==> config.mk <==
export PLATFORM = sky130hd
export DESIGN_NAME = ist_i2c_slave
export DESIGN_NICKNAME = d
export VERILOG_FILES = /design/src/design/ist_pkg.sv /design/src/design/ist_sync.sv /design/src/design/ist_i2c_slave.sv
export VERILOG_INCLUDE_DIRS = /design/src /design/src/design
export SDC_FILE = /design/constraint.sdc
export NUM_CORES = 1
export LEC_CHECK = 0
export CAP_MARGIN = 20
export CORE_MARGIN = 1
export CORE_UTILIZATION = 55
export DETAILED_ROUTE_END_ITERATION = 16
export DONT_BUFFER_PORTS = 1
export GPL_TIMING_DRIVEN = 0
export PLACE_DENSITY = 0.82
export SYNTH_ARGS = -nofsm -noshare
export SYNTH_HDL_FRONTEND = slang
export SYNTH_SLANG_ARGS = --single-unit
==> constraint.sdc <==
create_clock -name clk_sys_in -period 1.95 [get_ports clk_sys_in]
set_input_delay 0 -clock clk_sys_in [delete_from_list [all_inputs] [get_ports clk_sys_in]]
set_output_delay 0 -clock clk_sys_in [all_outputs]
set_load 0.01 [all_outputs]
==> src/design/ist_regs.svh <==
// Register offsets, field positions, reset values and counts of the slave
`ifndef IST_REGS_SVH
`define IST_REGS_SVH

// Register offsets on the plain register port
`define IST_OFS_DATA     8'h00
`define IST_OFS_OWN      8'h01
`define IST_OFS_MODE     8'h02
`define IST_OFS_STAT     8'h03
`define IST_OFS_TOC      8'h04
`define IST_OFS_IRQC     8'h05

// interface_mode_control fields
`define IST_MODE_FLD_HI  7
`define IST_MODE_FLD_LO  5
`define IST_MODE_ON_BIT  1
`define IST_MODE_I2C     3'h6

// bus_status_control fields
`define IST_ST_DONE      7
`define IST_ST_MATCH     6
`define IST_ST_BUSY      5
`define IST_ST_TX        4
`define IST_ST_ACKTX     3
`define IST_ST_RD        2
`define IST_ST_WAKE      1
`define IST_ST_ACKRX     0

// bus_timeout_control fields
`define IST_TO_EN_BIT    7
`define IST_TO_FLAG_BIT  6
`define IST_TO_SEL_HI    5

// Reset values
`define IST_RST_DATA     8'h00
`define IST_RST_OWN      8'h00
`define IST_RST_MODE     8'hE0
`define IST_RST_STAT     8'h81
`define IST_RST_TOC      8'h00
`define IST_RST_IRQC     8'h00

// Low-speed clock periods in one time-out unit
`define IST_TO_PRESCALE  32

`endif

==> src/design/ist_pkg.sv <==
// Types shared by the slave design
package ist_pkg;

  // Bus-side sequencer states
  typedef enum logic [2:0] {
    IST_IDLE,
    IST_ADDR,
    IST_ADDR_ACK,
    IST_WAIT_SW,
    IST_DATA,
    IST_ACK_BIT,
    IST_IGNORE
  } ist_state_t;

endpackage : ist_pkg

==> src/design/ist_sync.sv <==
// Two-flop synchroniser for asynchronous input pins
`timescale 1ns/1ps
module ist_sync #(
  parameter int WIDTH = 3
) (
  // Clock and reset
  input  wire logic             clk_sys_in,
  input  wire logic             nrst_in,
  // Asynchronous inputs and synchronised outputs
  input  wire logic [WIDTH-1:0] async_in,
  output logic      [WIDTH-1:0] sync_out
);

  logic [WIDTH-1:0] stage1_reg;

  initial begin
    if (WIDTH < 1) begin
      $error("ist_sync: WIDTH must be at least 1");
    end
  end

  // First stage is read only by the second stage
  always_ff @(posedge clk_sys_in or negedge nrst_in) begin
    if (!nrst_in) begin
      stage1_reg <= '0;
      sync_out   <= '0;
    end else begin
      stage1_reg <= async_in;
      sync_out   <= stage1_reg;
    end
  end

endmodule : ist_sync

==> src/design/ist_i2c_slave.sv <==
// I2C slave with address match, byte handling, clock stretch and time-out
//
// The implementer's own choices: the address map and the plain strobed port.
`timescale 1ns/1ps
`include "ist_regs.svh"
module ist_i2c_slave
  import ist_pkg::*;
#(
  parameter int TO_PRESCALE = `IST_TO_PRESCALE
) (
  // Clock and reset
  input  wire logic       clk_sys_in,
  input  wire logic       nrst_in,
  // Register port
  input  wire logic [7:0] reg_addr_in,
  input  wire logic [7:0] reg_wdata_in,
  input  wire logic       reg_wr_in,
  input  wire logic       reg_rd_in,
  output logic      [7:0] reg_rdata_out,
  // I2C pins, open drain
  input  wire logic       scl_in,
  output logic            scl_drv_out,
  output logic            scl_oe_out,
  input  wire logic       sda_in,
  output logic            sda_drv_out,
  output logic            sda_oe_out,
  // Low-speed clock for the time-out
  input  wire logic       low_speed_clock_in,
  // Interrupt request pulse
  output logic            serial_irq_out
);

  initial begin
    if (TO_PRESCALE < 2 || TO_PRESCALE > 256) begin
      $error("ist_i2c_slave: TO_PRESCALE must be 2..256");
    end
  end

  // Synchronised pins and their delayed copies for edge detection
  logic [2:0] pins_sync;
  logic       scl_s;
  logic       sda_s;
  logic       ls_s;
  logic       scl_d_reg;
  logic       sda_d_reg;
  logic       ls_d_reg;

  ist_sync #(
    .WIDTH (3)
  ) u_sync (
    .clk_sys_in (clk_sys_in),
    .nrst_in    (nrst_in),
    .async_in   ({low_speed_clock_in, sda_in, scl_in}),
    .sync_out   (pins_sync)
  );

  assign scl_s = pins_sync[0];
  assign sda_s = pins_sync[1];
  assign ls_s  = pins_sync[2];

  always_ff @(posedge clk_sys_in or negedge nrst_in) begin
    if (!nrst_in) begin
      scl_d_reg <= 1'b1;
      sda_d_reg <= 1'b1;
      ls_d_reg  <= 1'b0;
    end else begin
      scl_d_reg <= scl_s;
      sda_d_reg <= sda_s;
      ls_d_reg  <= ls_s;
    end
  end

  // Bus events
  wire scl_rise = scl_s & ~scl_d_reg;
  wire scl_fall = ~scl_s & scl_d_reg;
  wire ls_rise  = ls_s & ~ls_d_reg;
  wire start_ev = scl_s & scl_d_reg & sda_d_reg & ~sda_s;
  wire stop_ev  = scl_s & scl_d_reg & ~sda_d_reg & sda_s;

  // Registers
  ist_state_t state_reg, state_next;
  logic [3:0] bitcnt_reg, bitcnt_next;
  logic [7:0] buf_reg, buf_next;
  logic [7:0] own_reg;
  logic [7:0] mode_reg;
  logic       hcf_reg, hcf_next;
  logic       address_match_flag_reg, address_match_flag_next;
  logic       hbb_reg, hbb_next;
  logic       htx_reg, htx_next;
  logic       ack_to_send_reg, ack_to_send_next;
  logic       srw_reg, srw_next;
  logic       wake_reg, wake_next;
  logic       ack_received_flag_reg, ack_received_flag_next;
  logic       hit_reg, hit_next;
  logic       sda_oe_next;
  logic       scl_oe_next;
  logic       to_en_reg, to_en_next;
  logic       to_flag_reg, to_flag_next;
  logic [5:0] to_sel_reg;
  logic       to_run_reg, to_run_next;
  logic [7:0] pre_cnt_reg, pre_cnt_next;
  logic [6:0] unit_cnt_reg, unit_cnt_next;
  logic       irq_en_reg;
  logic       ev_match;
  logic       ev_byte;

  // Address decode
  wire sel_data = (reg_addr_in == `IST_OFS_DATA);
  wire sel_own  = (reg_addr_in == `IST_OFS_OWN);
  wire sel_mode = (reg_addr_in == `IST_OFS_MODE);
  wire sel_stat = (reg_addr_in == `IST_OFS_STAT);
  wire sel_toc  = (reg_addr_in == `IST_OFS_TOC);
  wire sel_irqc = (reg_addr_in == `IST_OFS_IRQC);
  wire wr_data  = reg_wr_in & sel_data;
  wire wr_stat  = reg_wr_in & sel_stat;
  wire wr_toc   = reg_wr_in & sel_toc;
  wire buf_touch = wr_data | (reg_rd_in & sel_data);

  wire [7:0] stat_val = {hcf_reg, address_match_flag_reg, hbb_reg, htx_reg,
                         ack_to_send_reg, srw_reg, wake_reg, ack_received_flag_reg};
  wire [7:0] toc_val  = {to_en_reg, to_flag_reg, to_sel_reg};
  wire [2:0] mode_fld = mode_reg[`IST_MODE_FLD_HI:`IST_MODE_FLD_LO];
  wire       enabled  = mode_reg[`IST_MODE_ON_BIT] & (mode_fld == `IST_MODE_I2C);

  // Time-out: ticks every TO_PRESCALE low-speed rising edges, fires at sel+1 units
  wire pre_wrap    = ls_rise & (pre_cnt_reg == 8'(TO_PRESCALE - 1));
  wire timeout_hit = to_run_reg & to_en_reg & pre_wrap
                     & (unit_cnt_reg == {1'b0, to_sel_reg});

  // Transmit byte as loaded in this cycle, used when leaving the stretch
  wire [7:0] tx_load = wr_data ? reg_wdata_in : buf_reg;

  // Read data mux; unmapped offsets read zero
  wire [7:0] rd_mux = sel_data ? buf_reg :
                      sel_own  ? own_reg :
                      sel_mode ? mode_reg :
                      sel_stat ? stat_val :
                      sel_toc  ? toc_val :
                      sel_irqc ? {7'h00, irq_en_reg} : 8'h00;

  // Bus sequencer and status flags
  always_comb begin
    state_next  = state_reg;
    bitcnt_next = bitcnt_reg;
    buf_next    = wr_data ? reg_wdata_in : buf_reg;
    hcf_next    = hcf_reg;
    address_match_flag_next   = address_match_flag_reg;
    hbb_next    = hbb_reg;
    htx_next    = wr_stat ? reg_wdata_in[`IST_ST_TX] : htx_reg;
    ack_to_send_next   = wr_stat ? reg_wdata_in[`IST_ST_ACKTX] : ack_to_send_reg;
    srw_next    = wr_stat ? reg_wdata_in[`IST_ST_RD] : srw_reg;
    wake_next   = wr_stat ? reg_wdata_in[`IST_ST_WAKE] : wake_reg;
    ack_received_flag_next   = ack_received_flag_reg;
    hit_next    = hit_reg;
    sda_oe_next = sda_oe_out;
    scl_oe_next = scl_oe_out;
    ev_match    = 1'b0;
    ev_byte     = 1'b0;
    if (timeout_hit) begin
      // Status register back to its reset image, bus logic idle
      state_next  = IST_IDLE;
      {hcf_next, address_match_flag_next, hbb_next, htx_next,
       ack_to_send_next, srw_next, wake_next, ack_received_flag_next} = `IST_RST_STAT;
      sda_oe_next = 1'b0;
      scl_oe_next = 1'b0;
    end else if (!enabled) begin
      // Control bits kept, flags to defaults
      state_next  = IST_IDLE;
      hcf_next    = 1'(`IST_RST_STAT >> `IST_ST_DONE);
      address_match_flag_next   = 1'b0;
      hbb_next    = 1'b0;
      srw_next    = 1'b0;
      ack_received_flag_next   = 1'b1;
      sda_oe_next = 1'b0;
      scl_oe_next = 1'b0;
    end else if (stop_ev) begin
      state_next  = IST_IDLE;
      hbb_next    = 1'b0;
      sda_oe_next = 1'b0;
      scl_oe_next = 1'b0;
    end else if (start_ev) begin
      state_next  = IST_ADDR;
      bitcnt_next = 4'h0;
      hbb_next    = 1'b1;
      address_match_flag_next   = 1'b0;
      hit_next    = 1'b0;
      sda_oe_next = 1'b0;
      scl_oe_next = 1'b0;
    end else begin
      case (state_reg)
        IST_ADDR: begin
          if (scl_rise) begin
            buf_next    = {buf_reg[6:0], sda_s};
            bitcnt_next = bitcnt_reg + 4'h1;
            if (bitcnt_reg == 4'h7) begin
              hit_next = (buf_reg[6:0] == own_reg[7:1]);
              if (buf_reg[6:0] == own_reg[7:1]) begin
                srw_next = sda_s;
              end
            end
          end else if (scl_fall && bitcnt_reg == 4'h8) begin
            if (hit_reg) begin
              sda_oe_next = 1'b1;
              address_match_flag_next   = 1'b1;
              ev_match    = 1'b1;
              state_next  = IST_ADDR_ACK;
            end else begin
              state_next  = IST_IGNORE;
            end
          end
        end
        IST_ADDR_ACK: begin
          if (scl_fall) begin
            sda_oe_next = 1'b0;
            scl_oe_next = 1'b1;
            state_next  = IST_WAIT_SW;
          end
        end
        IST_WAIT_SW: begin
          if (buf_touch) begin
            scl_oe_next = 1'b0;
            bitcnt_next = 4'h0;
            hcf_next    = 1'b0;
            state_next  = IST_DATA;
            if (htx_reg) begin
              sda_oe_next = ~tx_load[7];
            end
          end
        end
        IST_DATA: begin
          if (scl_rise) begin
            bitcnt_next = bitcnt_reg + 4'h1;
            if (!htx_reg) begin
              buf_next = {buf_reg[6:0], sda_s};
            end
          end else if (scl_fall && bitcnt_reg == 4'h8) begin
            hcf_next    = 1'b1;
            ev_byte     = 1'b1;
            state_next  = IST_ACK_BIT;
            sda_oe_next = htx_reg ? 1'b0 : ~ack_to_send_reg;
          end else if (scl_fall && htx_reg) begin
            buf_next    = {buf_reg[6:0], 1'b0};
            sda_oe_next = ~buf_reg[6];
          end
        end
        IST_ACK_BIT: begin
          if (scl_rise && htx_reg) begin
            ack_received_flag_next = sda_s;
          end else if (scl_fall) begin
            sda_oe_next = 1'b0;
            if (htx_reg && ack_received_flag_reg) begin
              state_next = IST_IGNORE;
            end else begin
              scl_oe_next = 1'b1;
              state_next  = IST_WAIT_SW;
            end
          end
        end
        default: begin
        end
      endcase
    end
  end

  // Time-out counter control
  always_comb begin
    to_run_next   = to_run_reg;
    pre_cnt_next  = pre_cnt_reg;
    unit_cnt_next = unit_cnt_reg;
    to_en_next    = wr_toc ? reg_wdata_in[`IST_TO_EN_BIT] : to_en_reg;
    // Set wins over a write of zero in the same cycle
    to_flag_next  = timeout_hit |
                    (to_flag_reg &
                     ~(wr_toc & ~reg_wdata_in[`IST_TO_FLAG_BIT]));
    if (timeout_hit) begin
      to_run_next = 1'b0;
      to_en_next  = 1'b0;
    end else if (stop_ev || !enabled) begin
      to_run_next = 1'b0;
    end else if (ev_match) begin
      to_run_next = 1'b1;
    end
    if (scl_fall || ev_match || !to_run_reg) begin
      pre_cnt_next  = 8'h00;
      unit_cnt_next = 7'h00;
    end else if (ls_rise) begin
      pre_cnt_next = pre_wrap ? 8'h00 : pre_cnt_reg + 8'h01;
      if (pre_wrap) begin
        unit_cnt_next = unit_cnt_reg + 7'h01;
      end
    end
  end

  // Sequencer and flag state
  always_ff @(posedge clk_sys_in or negedge nrst_in) begin
    if (!nrst_in) begin
      state_reg  <= IST_IDLE;
      bitcnt_reg <= 4'h0;
      buf_reg    <= `IST_RST_DATA;
      {hcf_reg, address_match_flag_reg, hbb_reg, htx_reg,
       ack_to_send_reg, srw_reg, wake_reg, ack_received_flag_reg} <= `IST_RST_STAT;
      hit_reg    <= 1'b0;
      sda_oe_out <= 1'b0;
      scl_oe_out <= 1'b0;
    end else begin
      state_reg  <= state_next;
      bitcnt_reg <= bitcnt_next;
      buf_reg    <= buf_next;
      {hcf_reg, address_match_flag_reg, hbb_reg, htx_reg,
       ack_to_send_reg, srw_reg, wake_reg, ack_received_flag_reg} <=
        {hcf_next, address_match_flag_next, hbb_next, htx_next,
         ack_to_send_next, srw_next, wake_next, ack_received_flag_next};
      hit_reg    <= hit_next;
      sda_oe_out <= sda_oe_next;
      scl_oe_out <= scl_oe_next;
    end
  end

  // Time-out state
  always_ff @(posedge clk_sys_in or negedge nrst_in) begin
    if (!nrst_in) begin
      to_en_reg    <= 1'(`IST_RST_TOC >> `IST_TO_EN_BIT);
      to_flag_reg  <= 1'b0;
      to_sel_reg   <= 6'h00;
      to_run_reg   <= 1'b0;
      pre_cnt_reg  <= 8'h00;
      unit_cnt_reg <= 7'h00;
    end else begin
      to_en_reg    <= to_en_next;
      to_flag_reg  <= to_flag_next;
      to_sel_reg   <= wr_toc ? reg_wdata_in[`IST_TO_SEL_HI:0] : to_sel_reg;
      to_run_reg   <= to_run_next;
      pre_cnt_reg  <= pre_cnt_next;
      unit_cnt_reg <= unit_cnt_next;
    end
  end

  // Plain configuration registers; time-out leaves them untouched
  // Debounce bits are stored only: the two-flop sampler is the filter
  always_ff @(posedge clk_sys_in or negedge nrst_in) begin
    if (!nrst_in) begin
      own_reg    <= `IST_RST_OWN;
      mode_reg   <= `IST_RST_MODE;
      irq_en_reg <= 1'b0;
    end else begin
      if (reg_wr_in && sel_own) begin
        own_reg <= reg_wdata_in;
      end
      if (reg_wr_in && sel_mode) begin
        mode_reg <= reg_wdata_in & 8'hEF; // Bit 4 reads zero
      end
      if (reg_wr_in && sel_irqc) begin
        irq_en_reg <= reg_wdata_in[0];
      end
    end
  end

  // Read data and interrupt pulse, both registered
  always_ff @(posedge clk_sys_in or negedge nrst_in) begin
    if (!nrst_in) begin
      reg_rdata_out  <= 8'h00;
      serial_irq_out <= 1'b0;
      scl_drv_out    <= 1'b0;
      sda_drv_out    <= 1'b0;
    end else begin
      reg_rdata_out  <= reg_rd_in ? rd_mux : 8'h00;
      serial_irq_out <= irq_en_reg & (ev_match | ev_byte | timeout_hit);
      scl_drv_out    <= 1'b0; // Open drain: only ever pulls low
      sda_drv_out    <= 1'b0;
    end
  end

endmodule : ist_i2c_slave

## Yosys cells after proc, flatten, opt, wreduce, memory -nomap -nowiden

Index checks and enable logic that the tools add are counted.

| word-level totals | value |
|---|---|
| register bits | 84 |
| bits in latches | 0 |
| bits in writable memories | 0 |
| ROM bits | 0 |
| input port bits | 23 |
| output and inout bits | 13 |
| word-level logic and storage cells | 276 |
| memories | 0 |

| cells by class | value |
|---|---|
| $add $sub $neg | 3 |
| multiply operators | 0 |
| div/mod/pow operators | 0 |
| order comparisons | 0 |
| equal/unequal tests | 45 |
| shift operators | 0 |
| muxes and demuxes | 130 |
| bitwise logic cells | 36 |
| reduce and logical (&&, ||, !) cells | 32 |

Operators with widths:

| cell | number |
|---|---|
| $mux 8 | 19 |
| $mux 1 | 85 |
| $ne 6x6->1 const B | 11 |
| $mux 3 | 14 |
| $reduce_and 6->1 | 4 |
| $mux 7 | 3 |
| $and 1x1->1 | 20 |
| $reduce_and 9->1 | 2 |
| $eq 8x2->1 const B | 2 |
| $eq 8x3->1 const B | 2 |
| $pmux 8 s2 | 1 |
| $pmux 3 s5 | 1 |
| $reduce_bool 2->1 | 7 |
| $mux 4 | 3 |
| $ne 4x3->1 const B | 3 |
| $ne 4x4->1 const B | 3 |
| $not 1->1 | 12 |
| $eq 3x3->1 const B | 3 |
| $ne 3x1->1 const B | 3 |
| $ne 9x3->1 const B | 1 |
| $add 8x1->8 const B | 1 |
| $eq 8x1->1 const B | 1 |
| $eq 8x5->1 const B | 1 |
| $logic_not 8->1 | 1 |
| other kinds (27) | 43 |

## Logic depth before layout (Yosys ltp)

Gate-level depths: netlist (run 1).

| depth | value |
|---|---|
| depth in word-level cells | 14 |
| gate-level depth with buffers | 9 |
| gate-level depth less buffers | 8 |

## Cells and area by module

From an unflattened synthesis (run 1), not the netlist that was laid out.

| second synthesis, totals | value |
|---|---|
| cells, all modules | 432 |
| area total of the unflattened synthesis | 4445.5 µm² |

Modules (own cells, without submodules):

| module | instances | cells an instance | area each (µm²) | sequential area each (µm²) |
|---|---|---|---|---|
| ist_i2c_slave | 1 | 426 | 4295.4 | 1960.6 |
| ist_sync | 1 | 6 | 150.1 | 150.1 |

## Worst setup path before layout (run 1)

Ideal clock, no wire load.

| path | value |
|---|---|
| path kind | flip-flop to flip-flop |
| from | register pre_cnt_reg[5] |
| to | register state_reg[0] |
| library setup time | 125 ps |
| arrival time | 1819 ps |
| required time | 1825 ps |
| setup slack | 6 ps |
| cell stages (with the launch flop) | 9 |
| buffers on the path | 2 |
| clock period less this slack | 1944 ps |
| path through | dfrtp_1 or3_1 nor3_2 buf_4 a41o_1 buf_4 a41o_1 a21oi_1 mux2_2 |

| on the way | value |
|---|---|
| cells in the longest elaborated chain, start to end | 6 |
| elaborated cells on any way between the ends | 15 |
| those cells by class | eq/ne (10); mux (1); bitwise (3); reduce/logical (1) |

RTL lines:

| what | line | RTL |
|---|---|---|
| from (decl) | ist_i2c_slave.sv:101 | `logic [7:0] pre_cnt_reg, pre_cnt_next;` |
| from (signal assigned) | ist_i2c_slave.sv:333 | `pre_cnt_reg <= pre_cnt_next;` |
| $eq 8x5->1 * | ist_i2c_slave.sv:126 | `wire pre_wrap = ls_rise & (pre_cnt_reg == 8'(TO_PRESCALE - 1));` |
| $and 1x1->1 * | ist_i2c_slave.sv:126 |  |
| $and 1x1->1 * | ist_i2c_slave.sv:127 | `wire timeout_hit = to_run_reg & to_en_reg & pre_wrap` |
| $and 1x1->1 * | ist_i2c_slave.sv:128 | `& (unit_cnt_reg == {1'b0, to_sel_reg});` |
| $ne 9x3->1 (no line) / $ne 6x6->1 (equally long branches) | n/a |  |
| $reduce_and 9->1 (no line) | n/a |  |
| to (signal assigned) | ist_i2c_slave.sv:306 | `state_reg <= state_next;` |
| to (decl) | ist_i2c_slave.sv:81 | `ist_state_t state_reg, state_next;` |

Mark *: on every way between the ends. The rest lies on a longest branch, timed or not.
A chain may end at the register's enable or synchronous reset.

## Worst setup path after layout (run 1)

| path | value |
|---|---|
| from | register state_reg[1] |
| to | register buf_reg[1] |

| on the way | value |
|---|---|
| cells in the longest elaborated chain, start to end | 6 |
| elaborated cells on any way between the ends | 7 |
| those cells by class | eq/ne (2); mux (5) |

RTL lines:

| what | line | RTL |
|---|---|---|
| $eq 3x3->1 / $eq 3x1->1 (equally long branches) | ist_i2c_slave.sv:190 | `case (state_reg)` |
| $pmux 8 s2 * | ist_i2c_slave.sv:190 |  |
| $mux 8 * | ist_i2c_slave.sv:181 | `end else if (start_ev) begin` |
| $mux 8 * | ist_i2c_slave.sv:176 | `end else if (stop_ev) begin` |
| $mux 8 * | ist_i2c_slave.sv:166 | `end else if (!enabled) begin` |
| $mux 8 * | ist_i2c_slave.sv:159 | `if (timeout_hit) begin` |
| net buf_next[1] | ist_i2c_slave.sv:83 | `logic [7:0] buf_reg, buf_next;` |
| to (signal assigned) | ist_i2c_slave.sv:299 | `` buf_reg <= `IST_RST_DATA; `` |
| to (signal assigned) | ist_i2c_slave.sv:308 | `buf_reg <= buf_next;` |
| to (decl) | ist_i2c_slave.sv:83 |  |

The timed path passes the listed nets; every way through them passes the cells marked *.

==> flow_summary.toml, run 1 <==
[status]
outcome = "finished with violations"
violations = "negative setup slack"

[hold_path]
hold_class = "in2reg"

[placement]
dpl.hpwl_mm = 7.35
pre_cts_ws_ps = -254
io_buffer_count = 0
place_congestion = 0.903

[setup_path]
endpoint = "buf_reg[1]$_DFF_PN0_"
crit_chain = "buf_12 -> or3b_4 -> o21a_1 -> o21ai_2 -> nand3b_1 -> buf_6 -> o21a_1"
worstPathRequired_ps = 2210
slowest_stage = "dfrtp_2"
crit_path_max_fanout = 6
crit_family = "simple AND/OR/NAND/NOR gates"
cp.depth = 7
cp-startpoint = "state_reg[1]$_DFFE_PN0P_"
r2r-start = "state_reg[1]$_DFFE_PN0P_"
path_common_cell = "o21a_1"
r2r-end = "buf_reg[1]$_DFF_PN0_"
crit_type = "reg2reg"
cp-start-kind = "flop"
reg2reg_depth = 7
worst_path_largest_cell_delay_ps = 440
cp_num_buf_inv = 2
worstPathArrival_ps = 2260
rrSetupSlack_ps = -40
worst_setup_path_end_kind = "flop"

[floorplanning]
die-area_um2 = 8560
core-area_um2 = 7810
fp.dieW_um = 92.5
fp.dieH_um = 92.5
start_util = 0.577
num_rows = 32
ios = 36

[timing]
finalWorstSetupSlack_ps = -44.7
min_period_ps = 1990
finalClockSkew_ps = 5.87
fmax_ghz = 0.501
slew_viol_final = 0
finalHoldViolations = 0
hold_ws_ps = 99.1
worst_slew_pin_slew_ps = 534
rsz0062_at_grt = "yes"
fin_crit_sh = 1.02
max_slew_margin = 0.644
setup-violations-final = 9

[finish]
diodes = 0
final_core_util = 0.726
drive_gt1_frac = 0.321
area_delta_synth_final_pct = 25.7
nets = 539

[clocking]
clock_latency_ps = 360
cts-root-buf = "clkbuf_8"
max-clock-path-buffers = 2
cts_tree = "yes"
path_clk_slew_ps = 90
cts_buffers = 9
htreeDepth = 3
clock_sinks = 84

[logic_synthesis]
synth_top_family_by_area = "simple AND/OR/NAND/NOR gates"
netlist_top_cells_count = "dfrtp_1, nor2_1, nand2_1, mux2_2, o21ai_0"
synth_area_leaders = "dfrtp_1, mux2_2, nor2_1, dfstp_2, mux2i_1"
synth_xor_area_frac = 0.0525
synth_area_leader_cell = "dfrtp_1"
synth-compound-area-share = 0.115
syn_area_per_cell_um2 = 10.2
yosysTopAreaCellShare = 0.427
synth_adder_area_share = 0.0111
synth-simple-area-share = 0.199
synth.distinct_cells = 66
syn_inst = 442
synth_area_um2 = 4510
synth_edf_count = 0
ys_ff_latch = 84
synth.yosys.seq_area_share = 0.468
yosysMostFrequentCell = "dfrtp_1"
synth-warning-count = 0
ys_async_sr_fraction = 1.00
synth_mux_area_frac = 0.121
yosys_most_used_dff = "dfrtp_1"

[power]
internal_power_mw = 2.53
clkPwrFrac = 0.377
sw_frac_of_total = 0.251
combPwrFrac = 0.079
pwr-share-seq = 0.544
ir_drop_v = 0.000556
pwr_density_cell_nw_per_um2 = 595
p_leak_nw = 2.43
p_switching_mw = 0.845
total_power_mw = 3.37

[routing]
drtPass1Iterations = 5
drt_wl_total_mm = 12.2
drc_errors = 0
first_iter_violations = 496
vias = 3893
wl_per_cell_um = 19.7
drtAntennaViolNets = 0
via_per_inst = 6.29

[global_routing]
grt_pass1_wl_mm = 18.3
antenna_found_initial = 0
gr-usage-all-layers = 0.278
first_global_vias = 3673
gr-total-overflow = 0
grt_max_degree = 85

[flow_run]
timing.max_cap.violations = 0
[per-layer routing]
metal / track usage / up-vias / part of all wire
met5: 0 / - / 0
met4: 0.0938 / 0 / 0.032
met3: 0.0665 / 46 / 0.081
met2: 0.451 / 205 / 0.49
met1: 0.365 / 1920 / 0.39
li1: - / 1722 / -
[per-stage QoR]
stage / area (um^2) / cells / setup TNS (ps)
after CTS: 5220 / 591 / -157
after global routing: 5670 / 619 / -1300
after global placement: 4640 / 545 / -1400
final: 5670 / 619 / -217
after detailed placement: 4640 / 545 / -2150
after floorplan: 4510 / 443 / 0
[repair_timing]
item | in CTS | in global routing
gates resized for setup | 32 | 58
hold endpoints to repair | 131 | 84
endpoints found under the setup margin | 20 | 22
buffers inserted | 17 | 25
pin swaps | 9 | 24
cloned | 0 | 2
hold buffers | 13 | 2
[cells in the final DEF (no fill, tap or decap), drive strengths merged, types with 4 or more instances in the layout]
master,netlist,layout
ha,4,4
dlygate4sd3,0,14
mux2i,14,14
buf,12,58
and3,4,4
a21oi,19,19
nand4,5,5
nor2b,11,11
mux4,5,5
o21ai,21,21
or3,6,6
dfstp,7,7
inv,7,8
a31oi,7,7
nand3b,5,5
nor3,8,8
nor2,56,56
nand2b,7,7
dfrtp,77,77
nand2,30,30
xnor2,15,15
nand3,16,16
xor2,12,12
mux2,26,26
clkbuf,12,20
and2,5,5
[worst reg2reg max path: cells and delay by family (launching register included)]
kind                   cells  cell delay, ps
AO/OA/AOI/OAI              3             560
buffers and inverters      2             330
flip-flops                 1             440
AND/OR/NAND/NOR            2             570
[power by group through the flow]
| stage | sequential, mW | combinational (mW) | clock (mW) |
|---|---|---|---|
| final | 1.83 | 0.266 | 1.27 |
| after global routing | 1.84 | 0.288 | 1.36 |
| after CTS | 1.83 | 0.211 | 1.28 |
| after detailed placement | 1.87 | 0.171 | 0 |
| after global placement | 1.86 | 0.165 | 0 |
| after floorplan | 1.85 | 0.140 | 0 |
[final cells by class]
type	count	area (um^2)
Multi-Input combinational cell	328	2500
Fill cell	501	2140
Sequential cell	84	2110
Timing Repair Buffer	59	547
Buffer	23	154
Clock buffer	10	138
Tap cell	102	128
Clock inverter	6	61.3
Inverter	7	26.3
[worst min-delay path by stage]
stage	startpoint	end	slack (ps)	cells after the start
final	reg_addr_in[2]	reg_rdata_out[6]$_DFF_PN0_	100	5
after global routing	reg_addr_in[2]	reg_rdata_out[6]$_DFF_PN0_	140	5
after CTS	nrst_in	u_sync.sync_out[0]$_DFF_PN0_	-680	0
after detailed placement	nrst_in	u_sync.sync_out[2]$_DFF_PN0_	-290	0
after global placement	nrst_in	u_sync.sync_out[2]$_DFF_PN0_	-290	0
after floorplan	nrst_in	ack_to_send_reg$_DFFE_PN0P_	-300	0
[logic make-up (layout without fill, tap and decap cells)]
| group | Yosys count | in the layout |
|---|---|---|
| simple gates | 170 | 170 |
| flops | 84 | 84 |
| compound gates | 80 | 80 |
| mux | 45 | 45 |
| buf+inv | 31 | 105 |
| xor+xnor | 27 | 27 |
| fa+ha+maj | 4 | 4 |
| other cells | 1 | 2 |
No activity file was read; power rests on OpenSTA's default activity.
==> run 2, diff against run 1 <==
Settings changed: ABC_AREA set to 1, PLACE_DENSITY 0.82 to 0.79.
Clock period 1.95 ns to 2.2 ns, I/O delays scaled along.
==> flow_summary.toml, run 2 <==
[timing]
min_period_ps = 1920
worst_slew_pin_slew_ps = 688
rsz0062_at_grt = "no"
fin_crit_sh = 0.871
fmax_ghz = 0.522
hold_ws_ps = 43.8
finalWorstSetupSlack_ps = 283
slew_viol_final = 0
setup-violations-final = 0
finalClockSkew_ps = 17.7
finalHoldViolations = 0
max_slew_margin = 0.537
finalSetupTns_ps = 0

[finish]
final_common_cell = "nand2_1"
final_core_util = 0.624
mostFrequentLayoutCells = "nand2_1, inv_1, dfrtp_1, o21ai_0, nor2_1"
finish.instance_area_um2 = 5390
nets = 666
nFillCells = 756
diodes = 0
instances_no_fill = 752
drive_gt1_frac = 0.152
area_delta_synth_final_pct = 10.4

[logic_synthesis]
ys_async_sr_fraction = 1.00
ys_ff_latch = 84
syn_area_per_cell_um2 = 7.99
yosys_most_used_dff = "dfrtp_1"
synth.distinct_cells = 49
synth-warning-count = 0
syn_inst = 611
yosysTopAreaCellShare = 0.395
synth_edf_count = 0
synth_area_um2 = 4880
synth_area_leaders = "dfrtp_1, nand2_1, inv_1, o21ai_0, dfstp_2"
yosysMostFrequentCell = "nand2_1"
netlist_top_cells_count = "nand2_1, inv_1, dfrtp_1, o21ai_0, nor2_1"
synth.yosys.seq_area_share = 0.432
synth_area_leader_cell = "dfrtp_1"

[global_routing]
antenna_found_initial = 0
gr-total-overflow = 0
met3_usage = 0.0363
grt_use_met2 = 0.458
first_global_vias = 4017
grt_max_degree = 85
gr-usage-all-layers = 0.278
grt_util_met1 = 0.367
top_usage_layer = "met2"
grt_pass1_wl_mm = 19.4

[routing]
drt_wl_total_mm = 11.8
first_iter_violations = 212
wl_per_cell_um = 15.6
drtPass1Iterations = 5
vias = 4226
drtAntennaViolNets = 0
via_per_inst = 5.62
drc_errors = 0

[placement]
io_buffer_count = 0
pre_cts_ws_ps = 276
place_congestion = 0.949
dpl.hpwl_mm = 8.87
place_inst = 720
postPlaceCellArea_um2 = 5020

[power]
pwr_density_cell_nw_per_um2 = 545
p_leak_nw = 2.52
ir_drop_v = 0.000477
total_power_mw = 2.94

[setup_path]
cp-startpoint = "pre_cnt_reg[0]$_DFFE_PN0P_"
endpoint = "buf_reg[1]$_DFF_PN0_"
crit_type = "reg2reg"
crit_path_max_fanout = 10
cp-start-kind = "flop"
cp.depth = 10
reg2reg_depth = 10
worst_path_largest_cell_delay_ps = 410
worstPathRequired_ps = 2430
crit_family = "simple AND/OR/NAND/NOR gates"
rrSetupSlack_ps = 280
r2r-start = "pre_cnt_reg[0]$_DFFE_PN0P_"
worst_setup_path_end_kind = "flop"
worstPathArrival_ps = 2150
cp_num_buf_inv = 1
crit_chain = "ha_1 -> nand2_2 -> nor2_4 -> nand2_2 -> nor2_4 -> nand3_2 -> buf_6 -> nand2_4 -> nor2_1 -> o21ai_0"
r2r-end = "buf_reg[1]$_DFF_PN0_"
slowest_stage = "dfrtp_1"

[floorplanning]
fp.dieW_um = 96.2
ios = 36
die-area_um2 = 9260
num_rows = 34
fp.dieH_um = 96.2
core-area_um2 = 8640
start_util = 0.565

[clocking]
cts_tree = "yes"
path_clk_slew_ps = 90
max-clock-path-buffers = 2
postCtsResizedCells = 0
cts-root-buf = "clkbuf_8"
cts_buffers = 9
clock_latency_ps = 360
clock_sinks = 84
htreeDepth = 3
post_cts_buffers = 0

[flow_run]
timing.max_cap.violations = 0

[hold_path]
hold_class = "in2reg"

[status]
outcome = "finished, final reports clean"
-- run 2: cell count changes after synthesis, moves of 14 or more --
cell,previous run,this run
a21oi_1,19,33
nor2_1,56,37
nand2_1,30,123
mux2_2,25,0
nand2_2,0,14
nand3_1,16,32
inv_1,7,84
o21ai_0,20,56
-- run 2: where the power goes --
group / switching [mW] / leakage (nW) / total [mW] / internal (mW)
combinational: 0.135 / 1.35 / 0.209 / 0.0745
sequential: 0.0393 / 1.08 / 1.63 / 1.59
clock: 0.577 / 0.0927 / 1.10 / 0.525
total: 0.751 / 2.52 / 2.94 / 2.19
-- run 2: layer usage --
layer,share of wire,vias up
li1,-,2068
met1,0.45,1988
met2,0.47,141
met3,0.049,29
met4,0.030,0
met5,0,-
-- run 2: cell families after synthesis --
group,Yosys count,synth area share
AO/OA/AOI/OAI,132,0.157
buffers and inverters,104,0.0884
flip-flops,84,0.432
AND/OR/NAND/NOR,273,0.288
adder cells (fa/ha/maj),4,0.0103
XOR/XNOR,12,0.0215
other,1,0.000768
multiplexers,1,0.00205
-- run 2: worst register-to-register path, delay by kind of cell, from the launching register on --
family	cells	cell delay, ps
AOI/OAI and AO/OA	1	160
adders and majority gates	1	240
DFF	1	410
and+or+nand+nor	7	810
buffers and inverters	1	190
-- run 2: how the worst min path moves through the flow --
stage,to,cells after the start,startpoint
after detailed placement,unit_cnt_reg[2]$_DFFE_PN0P_,0,nrst_in
after CTS,reg_rdata_out[0]$_DFF_PN0_,5,reg_addr_in[3]
after global placement,unit_cnt_reg[2]$_DFFE_PN0P_,0,nrst_in
after global routing,reg_rdata_out[4]$_DFF_PN0_,5,reg_addr_in[3]
after floorplan,ack_to_send_reg$_DFFE_PN0P_,0,nrst_in
final,reg_rdata_out[0]$_DFF_PN0_,5,reg_addr_in[3]
-- run 2: layout make-up --
type | count | area, um^2 | area share
clock inverter | 6 | 63.8 | 0.0118
timing repair buffer | 16 | 178 | 0.0330
tap | 108 | 135 | 0.0251
sequential | 84 | 2110 | 0.392
inverter | 94 | 353 | 0.0655
buffer | 10 | 78.8 | 0.0146
multi-input combinational | 424 | 2340 | 0.435
clock buffer | 10 | 128 | 0.0237
-- run 2: what timing repair did --
action	CTS	global route
hold buffers	16	0
endpoints found under the hold margin	127	0
endpoints found under the setup margin	0	0
